[config.mk]
export PLATFORM = sky130hd
export DESIGN_NAME = port_split_link_watchdog
export DESIGN_NICKNAME = d
export VERILOG_FILES = /design/src/verilog/port_split_pkg.sv /design/src/verilog/link_watchdog.sv /design/src/verilog/port_split_link_watchdog.sv
export VERILOG_INCLUDE_DIRS = /design/src /design/src/verilog
export SDC_FILE = /design/constraint.sdc
export NUM_CORES = 1
export LEC_CHECK = 0
export ABC_CLOCK_PERIOD_IN_PS = 5950
export BUFFER_PORTS_ARGS = -buffer_cell sky130_fd_sc_hd__buf_2
export CAP_MARGIN = 5
export CELL_PAD_IN_SITES_DETAIL_PLACEMENT = 0
export CELL_PAD_IN_SITES_GLOBAL_PLACEMENT = 1
export CORE_UTILIZATION = 48
export CTS_CLUSTER_DIAMETER = 60
export CTS_CLUSTER_SIZE = 12
export DETAILED_ROUTE_END_ITERATION = 10
export GPL_TIMING_DRIVEN = 0
export PLACE_DENSITY = 0.78
export SETUP_SLACK_MARGIN = 0.15
export SLEW_MARGIN = 5
export SYNTH_ARGS = -nofsm -noshare
export SYNTH_HDL_FRONTEND = slang
export SYNTH_SLANG_ARGS = --single-unit
[constraint.sdc]
create_clock -name clk -period 5.95 [get_ports clk]
set_clock_uncertainty 0.1 [all_clocks]
set_input_delay 0.2975 -clock clk [delete_from_list [all_inputs] [get_ports clk]]
set_output_delay 0.2975 -clock clk [all_outputs]
set_load 0.02 [all_outputs]
[src/verilog/port_split_cfg.svh]
// Offsets, field positions, reset values and timing figures of the port split block.
// Assumes the includer compiles it once per unit; the guard stops double inclusion.
`ifndef PORT_SPLIT_CFG_SVH
`define PORT_SPLIT_CFG_SVH

// Register offsets on the hub configuration port
`define OFS_PORT_ENABLE      16'h3C48
`define OFS_GLOBAL_ENABLE    16'h4141
`define OFS_PORT5_PIN_SEL    16'h416E
`define OFS_PORT6_PIN_SEL    16'h416F
`define OFS_STUCK_TIMEOUT    16'h4171
`define OFS_PULSE_LENGTH     16'h4176
`define OFS_SPLIT_STATUS     16'h4177

// Reset values
`define RST_PORT_ENABLE      8'h00
`define RST_GLOBAL_ENABLE    8'h00
`define RST_PIN_SEL          8'h00
`define RST_STUCK_TIMEOUT    8'h05
`define RST_PULSE_LENGTH     8'h08

// Field positions
`define BIT_PORT5_ENABLE     5
`define BIT_PORT6_ENABLE     6
`define BIT_GLOBAL_ENABLE    0
`define MASK_PORT_ENABLE     8'hFE

// Pin selection codes
`define SEL_PORT5_OPTION_A   8'h42
`define SEL_PORT5_OPTION_B   8'h05
`define SEL_PORT6_OPTION_A   8'h06
`define SEL_PORT6_OPTION_B   8'h04

// Non-operational link training codes, inclusive range
`define STUCK_CODE_LOW       4'h4
`define STUCK_CODE_HIGH      4'h9

// Timing
`define CLK_PERIOD_NS        8
`define MS_PERIOD_NS         1000000
`define TIMEOUT_UNIT_MS      200
`define PULSE_UNIT_MS        50
`define PULSE_CODE_MIN       8'h07
`define PULSE_CODE_MAX       8'h3A

`endif

[src/verilog/port_split_pkg.sv]
// Types shared by the port split watchdog and its top level.
// Assumes port_split_cfg.svh is compiled alongside for the numbers.
package port_split_pkg;

    // Watchdog phase
    typedef enum logic [0:0] {
        WATCH,
        PULSE
    } watch_phase_e;

    // Whole state of one port watchdog
    typedef struct packed {
        watch_phase_e phase;      // Watching or holding power low
        logic [3:0]   last_state; // Link state seen last cycle
        logic [15:0]  timer_ms;   // Milliseconds spent in current phase
    } watchdog_s;

    // Drive of one general-purpose pin, enable low while driving
    typedef struct packed {
        logic level;
        logic oe_n;
    } pin_drive_s;

    // Whole state of the top level
    typedef struct packed {
        logic [7:0]  port_enable;
        logic [7:0]  global_enable;
        logic [7:0]  port5_pin_sel;
        logic [7:0]  port6_pin_sel;
        logic [7:0]  stuck_timeout;
        logic [7:0]  pulse_length;
        logic [7:0]  rdata;
        logic [16:0] ms_count;
        logic        ms_tick;
    } split_regs_s;

endpackage

[src/verilog/link_watchdog.sv]
// Stuck-link watchdog for one split port: times a frozen link state, pulses power low.
// Assumes a one-cycle millisecond tick and link state from the same clock domain.
`include "port_split_cfg.svh"

module link_watchdog (
    input  wire logic        clk,
    input  wire logic        reset,
    input  wire logic        enable,     // Splitting active on this port
    input  wire logic        ms_tick,    // One pulse per millisecond
    input  wire logic [3:0]  link_state, // Link training state value
    input  wire logic [15:0] timeout_ms, // Zero disables the watchdog
    input  wire logic [15:0] pulse_ms,   // Low time of the power pulse
    output logic             power_low   // Hold split power pin low
);

    port_split_pkg::watchdog_s st_reg;  // Registered state
    port_split_pkg::watchdog_s st_next; // Next state
    logic                      stuck;   // Link sits in a non-operational code

    // Codes 0x4 to 0x9 are the states a healthy link never dwells in
    assign stuck = (link_state >= `STUCK_CODE_LOW) && (link_state <= `STUCK_CODE_HIGH);

    // Next-state logic
    always_comb begin
        st_next = st_reg;
        st_next.last_state = link_state;
        case (st_reg.phase)
            port_split_pkg::WATCH: begin
                // Any movement or a healthy code restarts the wait
                if (!enable || timeout_ms == 16'h0000 || !stuck
                    || link_state != st_reg.last_state) begin
                    st_next.timer_ms = 16'h0000;
                end else if (ms_tick) begin
                    if (st_reg.timer_ms + 16'h0001 >= timeout_ms) begin
                        // Expired: start pulse and restart timer for next round
                        st_next.phase    = port_split_pkg::PULSE;
                        st_next.timer_ms = 16'h0000;
                    end else begin
                        st_next.timer_ms = st_reg.timer_ms + 16'h0001;
                    end
                end
            end
            port_split_pkg::PULSE: begin
                // Disabling mid-pulse releases the pin on the next clock
                if (!enable) begin
                    st_next.phase    = port_split_pkg::WATCH;
                    st_next.timer_ms = 16'h0000;
                end else if (ms_tick) begin
                    if (st_reg.timer_ms + 16'h0001 >= pulse_ms) begin
                        st_next.phase    = port_split_pkg::WATCH;
                        st_next.timer_ms = 16'h0000;
                    end else begin
                        st_next.timer_ms = st_reg.timer_ms + 16'h0001;
                    end
                end
            end
            default: begin
                st_next.phase    = port_split_pkg::WATCH;
                st_next.timer_ms = 16'h0000;
            end
        endcase
    end

    // State register
    always_ff @(posedge clk or posedge reset) begin
        if (reset) begin
            st_reg <= '{port_split_pkg::WATCH, 4'h0, 16'h0000};
        end else begin
            st_reg <= st_next;
        end
    end

    // Pin is low only during the pulse phase
    assign power_low = (st_reg.phase == port_split_pkg::PULSE);
endmodule

[src/verilog/port_split_link_watchdog.sv]
// Top of the port split block: configuration registers, pin routing and two watchdogs.
// Assumes configuration port, link states, OTP value and USB 2.0 power requests
// all come from logic on clk; the pins leave through pad logic outside.
`include "port_split_cfg.svh"

module port_split_link_watchdog #(
    parameter int MS_CYCLES = `MS_PERIOD_NS / `CLK_PERIOD_NS // Clock cycles per millisecond
) (
    input  wire logic                      clk,
    input  wire logic                      reset,
    input  wire logic                      cfg_wr_en,         // Register write strobe
    input  wire logic [15:0]               cfg_addr,          // Register offset
    input  wire logic [7:0]                cfg_wdata,         // Write data
    output logic [7:0]                     cfg_rdata,         // Read data, one cycle later
    input  wire logic                      otp_timeout_valid, // OTP timeout present
    input  wire logic [7:0]                otp_timeout_value, // OTP timeout code
    input  wire logic [3:0]                link_state_port5,  // Port 5 link training state
    input  wire logic [3:0]                link_state_port6,  // Port 6 link training state
    input  wire logic [1:0]                port_power_request,     // USB 2.0 power from hub
    output logic [1:0]                     port_power_control_pin, // USB 2.0 power pins
    output port_split_pkg::pin_drive_s     port5_option_a_pin,
    output port_split_pkg::pin_drive_s     port5_option_b_pin,
    output port_split_pkg::pin_drive_s     port6_option_a_pin,
    output port_split_pkg::pin_drive_s     port6_option_b_pin
);

    // Millisecond counter is 17 bits wide
    if (MS_CYCLES < 2 || MS_CYCLES > 131071) begin : g_bad_ms
        $error("MS_CYCLES must lie in 2..131071");
    end

    localparam logic [16:0] MS_LAST = 17'(MS_CYCLES - 1); // Last count of a millisecond

    port_split_pkg::split_regs_s st_reg;   // Registered state
    port_split_pkg::split_regs_s st_next;  // Next state
    logic [1:0]                  active;   // Splitting in force per port
    logic [1:0]                  power_low; // Watchdog pulse per port
    logic [7:0]                  pin_sel [2];
    logic [7:0]                  sel_a   [2];
    logic [7:0]                  sel_b   [2];
    logic [3:0]                  link_st [2];
    port_split_pkg::pin_drive_s  drive_a [2];
    port_split_pkg::pin_drive_s  drive_b [2];
    logic [7:0]                  timeout_code; // Effective timeout code
    logic [7:0]                  pulse_code;   // Pulse code clamped to legal range
    logic [15:0]                 timeout_ms;
    logic [15:0]                 pulse_ms;
    logic [7:0]                  status;       // Live split status

    // OTP wins over the register; the register still reads what was written
    assign timeout_code = otp_timeout_valid ? otp_timeout_value : st_reg.stuck_timeout;
    assign timeout_ms   = 16'(timeout_code) * 16'(`TIMEOUT_UNIT_MS);

    // Out-of-range pulse codes are clamped so the pin never stays low too short or long
    always_comb begin
        if (st_reg.pulse_length < `PULSE_CODE_MIN) begin
            pulse_code = `PULSE_CODE_MIN;
        end else if (st_reg.pulse_length > `PULSE_CODE_MAX) begin
            pulse_code = `PULSE_CODE_MAX;
        end else begin
            pulse_code = st_reg.pulse_length;
        end
    end
    assign pulse_ms = 16'(pulse_code) * 16'(`PULSE_UNIT_MS);

    // Per-port enables, both gated by the global flag
    assign active[0] = st_reg.global_enable[`BIT_GLOBAL_ENABLE]
                       && st_reg.port_enable[`BIT_PORT5_ENABLE];
    assign active[1] = st_reg.global_enable[`BIT_GLOBAL_ENABLE]
                       && st_reg.port_enable[`BIT_PORT6_ENABLE];

    // Per-port views so the generate loop can index both ports alike
    assign pin_sel[0] = st_reg.port5_pin_sel;
    assign pin_sel[1] = st_reg.port6_pin_sel;
    assign sel_a[0]   = `SEL_PORT5_OPTION_A;
    assign sel_a[1]   = `SEL_PORT6_OPTION_A;
    assign sel_b[0]   = `SEL_PORT5_OPTION_B;
    assign sel_b[1]   = `SEL_PORT6_OPTION_B;
    assign link_st[0] = link_state_port5;
    assign link_st[1] = link_state_port6;

    // One watchdog and one pin router per split port
    for (genvar p = 0; p < 2; p++) begin : g_port
        link_watchdog u_watchdog (
            .clk        (clk),
            .reset      (reset),
            .enable     (active[p]),
            .ms_tick    (st_reg.ms_tick),
            .link_state (link_st[p]),
            .timeout_ms (timeout_ms),
            .pulse_ms   (pulse_ms),
            .power_low  (power_low[p])
        );

        // Unknown select codes leave both pins undriven; the pin sits high unless pulsing.
        // Split power is a plain driven output: no overcurrent input is sampled here.
        always_comb begin
            drive_a[p].level = !power_low[p];
            drive_b[p].level = !power_low[p];
            drive_a[p].oe_n  = !(active[p] && pin_sel[p] == sel_a[p]);
            drive_b[p].oe_n  = !(active[p] && pin_sel[p] == sel_b[p]);
        end
    end

    assign port5_option_a_pin = drive_a[0];
    assign port5_option_b_pin = drive_b[0];
    assign port6_option_a_pin = drive_a[1];
    assign port6_option_b_pin = drive_b[1];

    // USB 2.0 half keeps its usual control whatever the split setting
    assign port_power_control_pin = port_power_request;

    assign status = {4'h0, power_low, active};

    // Register writes, read mux and millisecond prescaler
    always_comb begin
        st_next         = st_reg;
        st_next.ms_tick = 1'b0;
        if (st_reg.ms_count == MS_LAST) begin
            st_next.ms_count = 17'h00000;
            st_next.ms_tick  = 1'b1;
        end else begin
            st_next.ms_count = st_reg.ms_count + 17'h00001;
        end
        if (cfg_wr_en) begin
            case (cfg_addr)
                `OFS_PORT_ENABLE:   st_next.port_enable   = cfg_wdata & `MASK_PORT_ENABLE;
                `OFS_GLOBAL_ENABLE: st_next.global_enable = {7'h00, cfg_wdata[0]};
                `OFS_PORT5_PIN_SEL: st_next.port5_pin_sel = cfg_wdata;
                `OFS_PORT6_PIN_SEL: st_next.port6_pin_sel = cfg_wdata;
                `OFS_STUCK_TIMEOUT: st_next.stuck_timeout = cfg_wdata;
                `OFS_PULSE_LENGTH:  st_next.pulse_length  = cfg_wdata;
                default:            st_next.port_enable   = st_reg.port_enable;
            endcase
        end
        // Unmapped offsets read zero
        case (cfg_addr)
            `OFS_PORT_ENABLE:   st_next.rdata = st_reg.port_enable;
            `OFS_GLOBAL_ENABLE: st_next.rdata = st_reg.global_enable;
            `OFS_PORT5_PIN_SEL: st_next.rdata = st_reg.port5_pin_sel;
            `OFS_PORT6_PIN_SEL: st_next.rdata = st_reg.port6_pin_sel;
            `OFS_STUCK_TIMEOUT: st_next.rdata = st_reg.stuck_timeout;
            `OFS_PULSE_LENGTH:  st_next.rdata = st_reg.pulse_length;
            `OFS_SPLIT_STATUS:  st_next.rdata = status;
            default:            st_next.rdata = 8'h00;
        endcase
    end

    // State register
    always_ff @(posedge clk or posedge reset) begin
        if (reset) begin
            st_reg <= '{`RST_PORT_ENABLE, `RST_GLOBAL_ENABLE, `RST_PIN_SEL, `RST_PIN_SEL,
                        `RST_STUCK_TIMEOUT, `RST_PULSE_LENGTH, 8'h00, 17'h00000, 1'b0};
        end else begin
            st_reg <= st_next;
        end
    end

    assign cfg_rdata = st_reg.rdata;
endmodule

==> summary.md <==
| Metric | Value |
|---|---|
| Outcome | `completed` |
| RSZ-0062 raised after global routing | `false` |
| Synth cell types | `85` |
| Root Driver | `clkbuf_16` |
| Ports | `64` |
| Final WL | `20700 um` |
| Post-DRT Antenna Nets | `0` |
| Largest net degree at the start of global routing | `89` |
| Slew margin rel. | `0.250` |
| R2R cell count | `22` |
| Crit path to | `g_port[0].u_watchdog.st_reg[5]` |
| Core Footprint | `16800 um^2` |
| Max-Cap Viols | `0` |
| Clk_lat worst skew | `370 ps` |
| Simple-Gate Fraction of Synth Area | `0.178` |
| Reg-to-reg endpoint | `g_port[0].u_watchdog.st_reg[5]` |
| Layout cell share with drive strength beyond 1 | `0.198` |
| Vias in the first global route | `6340` |
| CTS max path bufs | `2` |
| Initial antenna violation count | `0` |
| Post-Syn Instances | `877` |
| Mux share of post-synthesis cell area | `0.0680` |
| Worst R2R Setup Slack | `390 ps` |
| Number of flops mapped to enable cells by yosys | `0` |
| Yosys warns | `0` |
| Vias/cell | `5.67` |
| Ys flop type | `dfrtp_1` |
| Synth Area in Adders | `0.178` |
| Crit. End Element | `register` |
| Count leader, synth | `ha_1` |
| Worst-path maximum fanout | `10` |
| CP startpoint | `st_reg[30]` |
| # DRC | `0` |
| CTS tree | `yes` |
| Reg2reg start | `st_reg[30]` |
| Vias | `6763` |
| IO Port Bufs | `59` |
| Xor-xnor portion of the synthesized cell area | `0.0542` |
| Area grow syn2layout | `13.6%` |
| CTS sink cnt | `108` |
| Peak VDD IR | `0.130 mV` |
| Share of the synthesized area in the top cell type | `0.314` |
| Non-Filler Instances | `1193` |
| Largest family of logic cells by synthesized area | `adder cells` |
| First-pass GRT wire length | `33300 um` |
| Cell Area, Synth | `8380 um^2` |
| Num CTS Buffers | `9` |
| Crit path time final | `5560 ps` |
| WL met1 | `10100 um` |
| Post-synth top area cell | `dfrtp_1` |
| H-tree levels | `3` |
| Initial Utilization | `0.498` |
| Initial DRT Pass Iterations | `5` |
| Register clock-pin slew on the reported worst setup and hold paths | `90 ps` |
| Final worst path period share | `0.935` |
| Initial DRC count | `419` |
| #FFs+latches synth | `108` |
| Pwr dens | `168 nW/um^2` |
| HP Class | `input pin to register` |
| CP required | `6140 ps` |
| Die area | `18000 um^2` |
| Seq/Total Area, Yosys | `0.323` |
| Worst Setup Start Kind | `register` |
| Final hold vios | `0` |
| DP Cell Count | `1162` |
| Die height | `134 um` |
| Setup-failing EPs final | `0` |
| Routed WL per cell | `17.4 um` |
| Syn Area/Cell | `9.55 um^2` |
| Pin slew with the least headroom to its limit | `1120 ps` |
| Post-synthesis compound-gate area fraction | `0.145` |
| Fill cells | `1565` |
| Synth top area cells | `dfrtp_1, ha_1, mux2_2` |
| Max Clk Rate | `180 MHz` |
| Slew Viols, Final | `0` |
| Ant. Diodes | `0` |
| Top sig layer | `met4` |
| Core Util, Final | `0.566` |
| Metal2 WL | `9670 um` |
| Placement Setup Slack | `-75.3 ps` |
| Gr ovfl total | `0` |
| Crit path kind | `register to register` |
| DP Wirelength | `15900 um` |
| Slack of the critical path | `387 ps` |
| Die X | `134 um` |
| Max FFs per register | `42` |
| Async SR Flop Fraction | `1.00` |
| Row count | `47` |
| Final nets | `1129` |
| Most frequent cells after synthesis | `ha_1, dfrtp_1, nand2_1` |
| Leakage | `4.78 nW` |
| Arr. time, crit path | `5750 ps` |
| Final Wtd Congestion | `0.835` |
| GRT Util Overall | `0.239` |
| Met3 wire length | `743 um` |
## report_power, final
| part | switching [mW] | total, mW | internal [mW] |
|---|---|---|---|
| Sequential | 0.00131 | 0.737 | 0.736 |
| Combinational | 0.139 | 0.231 | 0.0916 |
| Clock | 0.330 | 0.635 | 0.305 |
| Total | 0.470 | 1.60 | 1.13 |
## critical path: stages (launching register included)
cell      delay, ps
dfrtp_2         450
or3_4           400
or3_4           340
a31oi_1         150
a31o_2          170
ha_1            240
ha_1            280
ha_2            210
fa_2            420
a21oi_2         170
inv_1            70
a21oi_2         140
xor2_1          200
ha_1            290
a211o_1         280
a211oi_1        220
a21oi_1         130
o31ai_1         250
a21oi_2          80
o31a_1          300
o21a_2          250
buf_4           180
o22ai_1         160
## cell families after synthesis
kind of cell / Yosys count
buf+inv: 97
other cells: 2
xor+xnor: 51
flops: 108
mux: 51
fa+ha+maj: 116
simple gates: 282
compound gates: 170
## placed cells by master (no fill, tap or decap), types with 6 or more instances in the layout
cell and count:
ha_1 108, o21ai_1 9, nand2b_1 9, a211oi_1 7
dlygate4sd3_1 9, and3_1 10, nand3_1 39, clkbuf_16 9
nor4_1 9, inv_1 63, o21a_1 10, nor2b_1 6
nor2_1 49, a222oi_1 10, xor2_1 28, buf_4 19
xnor2_1 21, or3_1 12, conb_1 7, a21oi_1 26
o21ai_0 30, a22o_1 9, a21o_1 10, nand2_1 68
clkbuf_1 8, mux2_2 44, buf_2 62, nor3_1 16
dfrtp_1 102, nand4_1 20
## routing by layer
layer | up-vias | GRT usage
li1 | 3379 | -
met1 | 3218 | 0.340
met2 | 150 | 0.383
met3 | 16 | 0.0329
met4 | 0 | 0.0562
met5 | - | 0
## area by class of cell
class	count	area, um^2	area share
tap	220	275	0.0289
multi-input combinational	677	5310	0.558
clock buffer	9	225	0.0237
buffer	30	193	0.0202
timing repair buffer	75	458	0.0481
sequential	108	2710	0.285
clock inverter	7	91.3	0.00960
inverter	67	256	0.0269
## repair_timing
action | CTS | global route
setup endpoints to repair | 26 | 26
pin swaps | 0 | 5
hold buffers | 9 | 0
resized for setup | 6 | 19
buffers inserted | 2 | 4
endpoints found under the hold margin | 28 | 0
## how the worst min path moves through the flow
stage / startpoint / endpoint / slack [ps] / cells past startpoint
2_1_floorplan: link_state_port5[0] / g_port[0].u_watchdog.st_reg[16] / 230 / 0
3_3_place_gp: link_state_port6[0] / g_port[1].u_watchdog.st_reg[16] / 330 / 1
3_5_place_dp: reset / g_port[1].u_watchdog.st_reg[19] / 160 / 2
4_1_cts: cfg_wdata[6] / pin_sel[14] / 120 / 2
5_1_grt: cfg_wdata[1] / st_reg[27] / 130 / 2
6_report: cfg_wdata[6] / pin_sel[14] / 130 / 2
## stage by stage
step           power [mW]  TNS (ps)  instance area, um^2  hold slack, ps
2_1_floorplan       0.902         0                 8400             229
3_3_place_gp        0.968      -241                 8970             332
3_5_place_dp        0.972      -541                 9000             164
4_1_cts              1.62         0                 9440             124
5_1_grt              1.68         0                 9520             134
6_report             1.60         0                 9520             132
(Power assumes the default switching activity.)
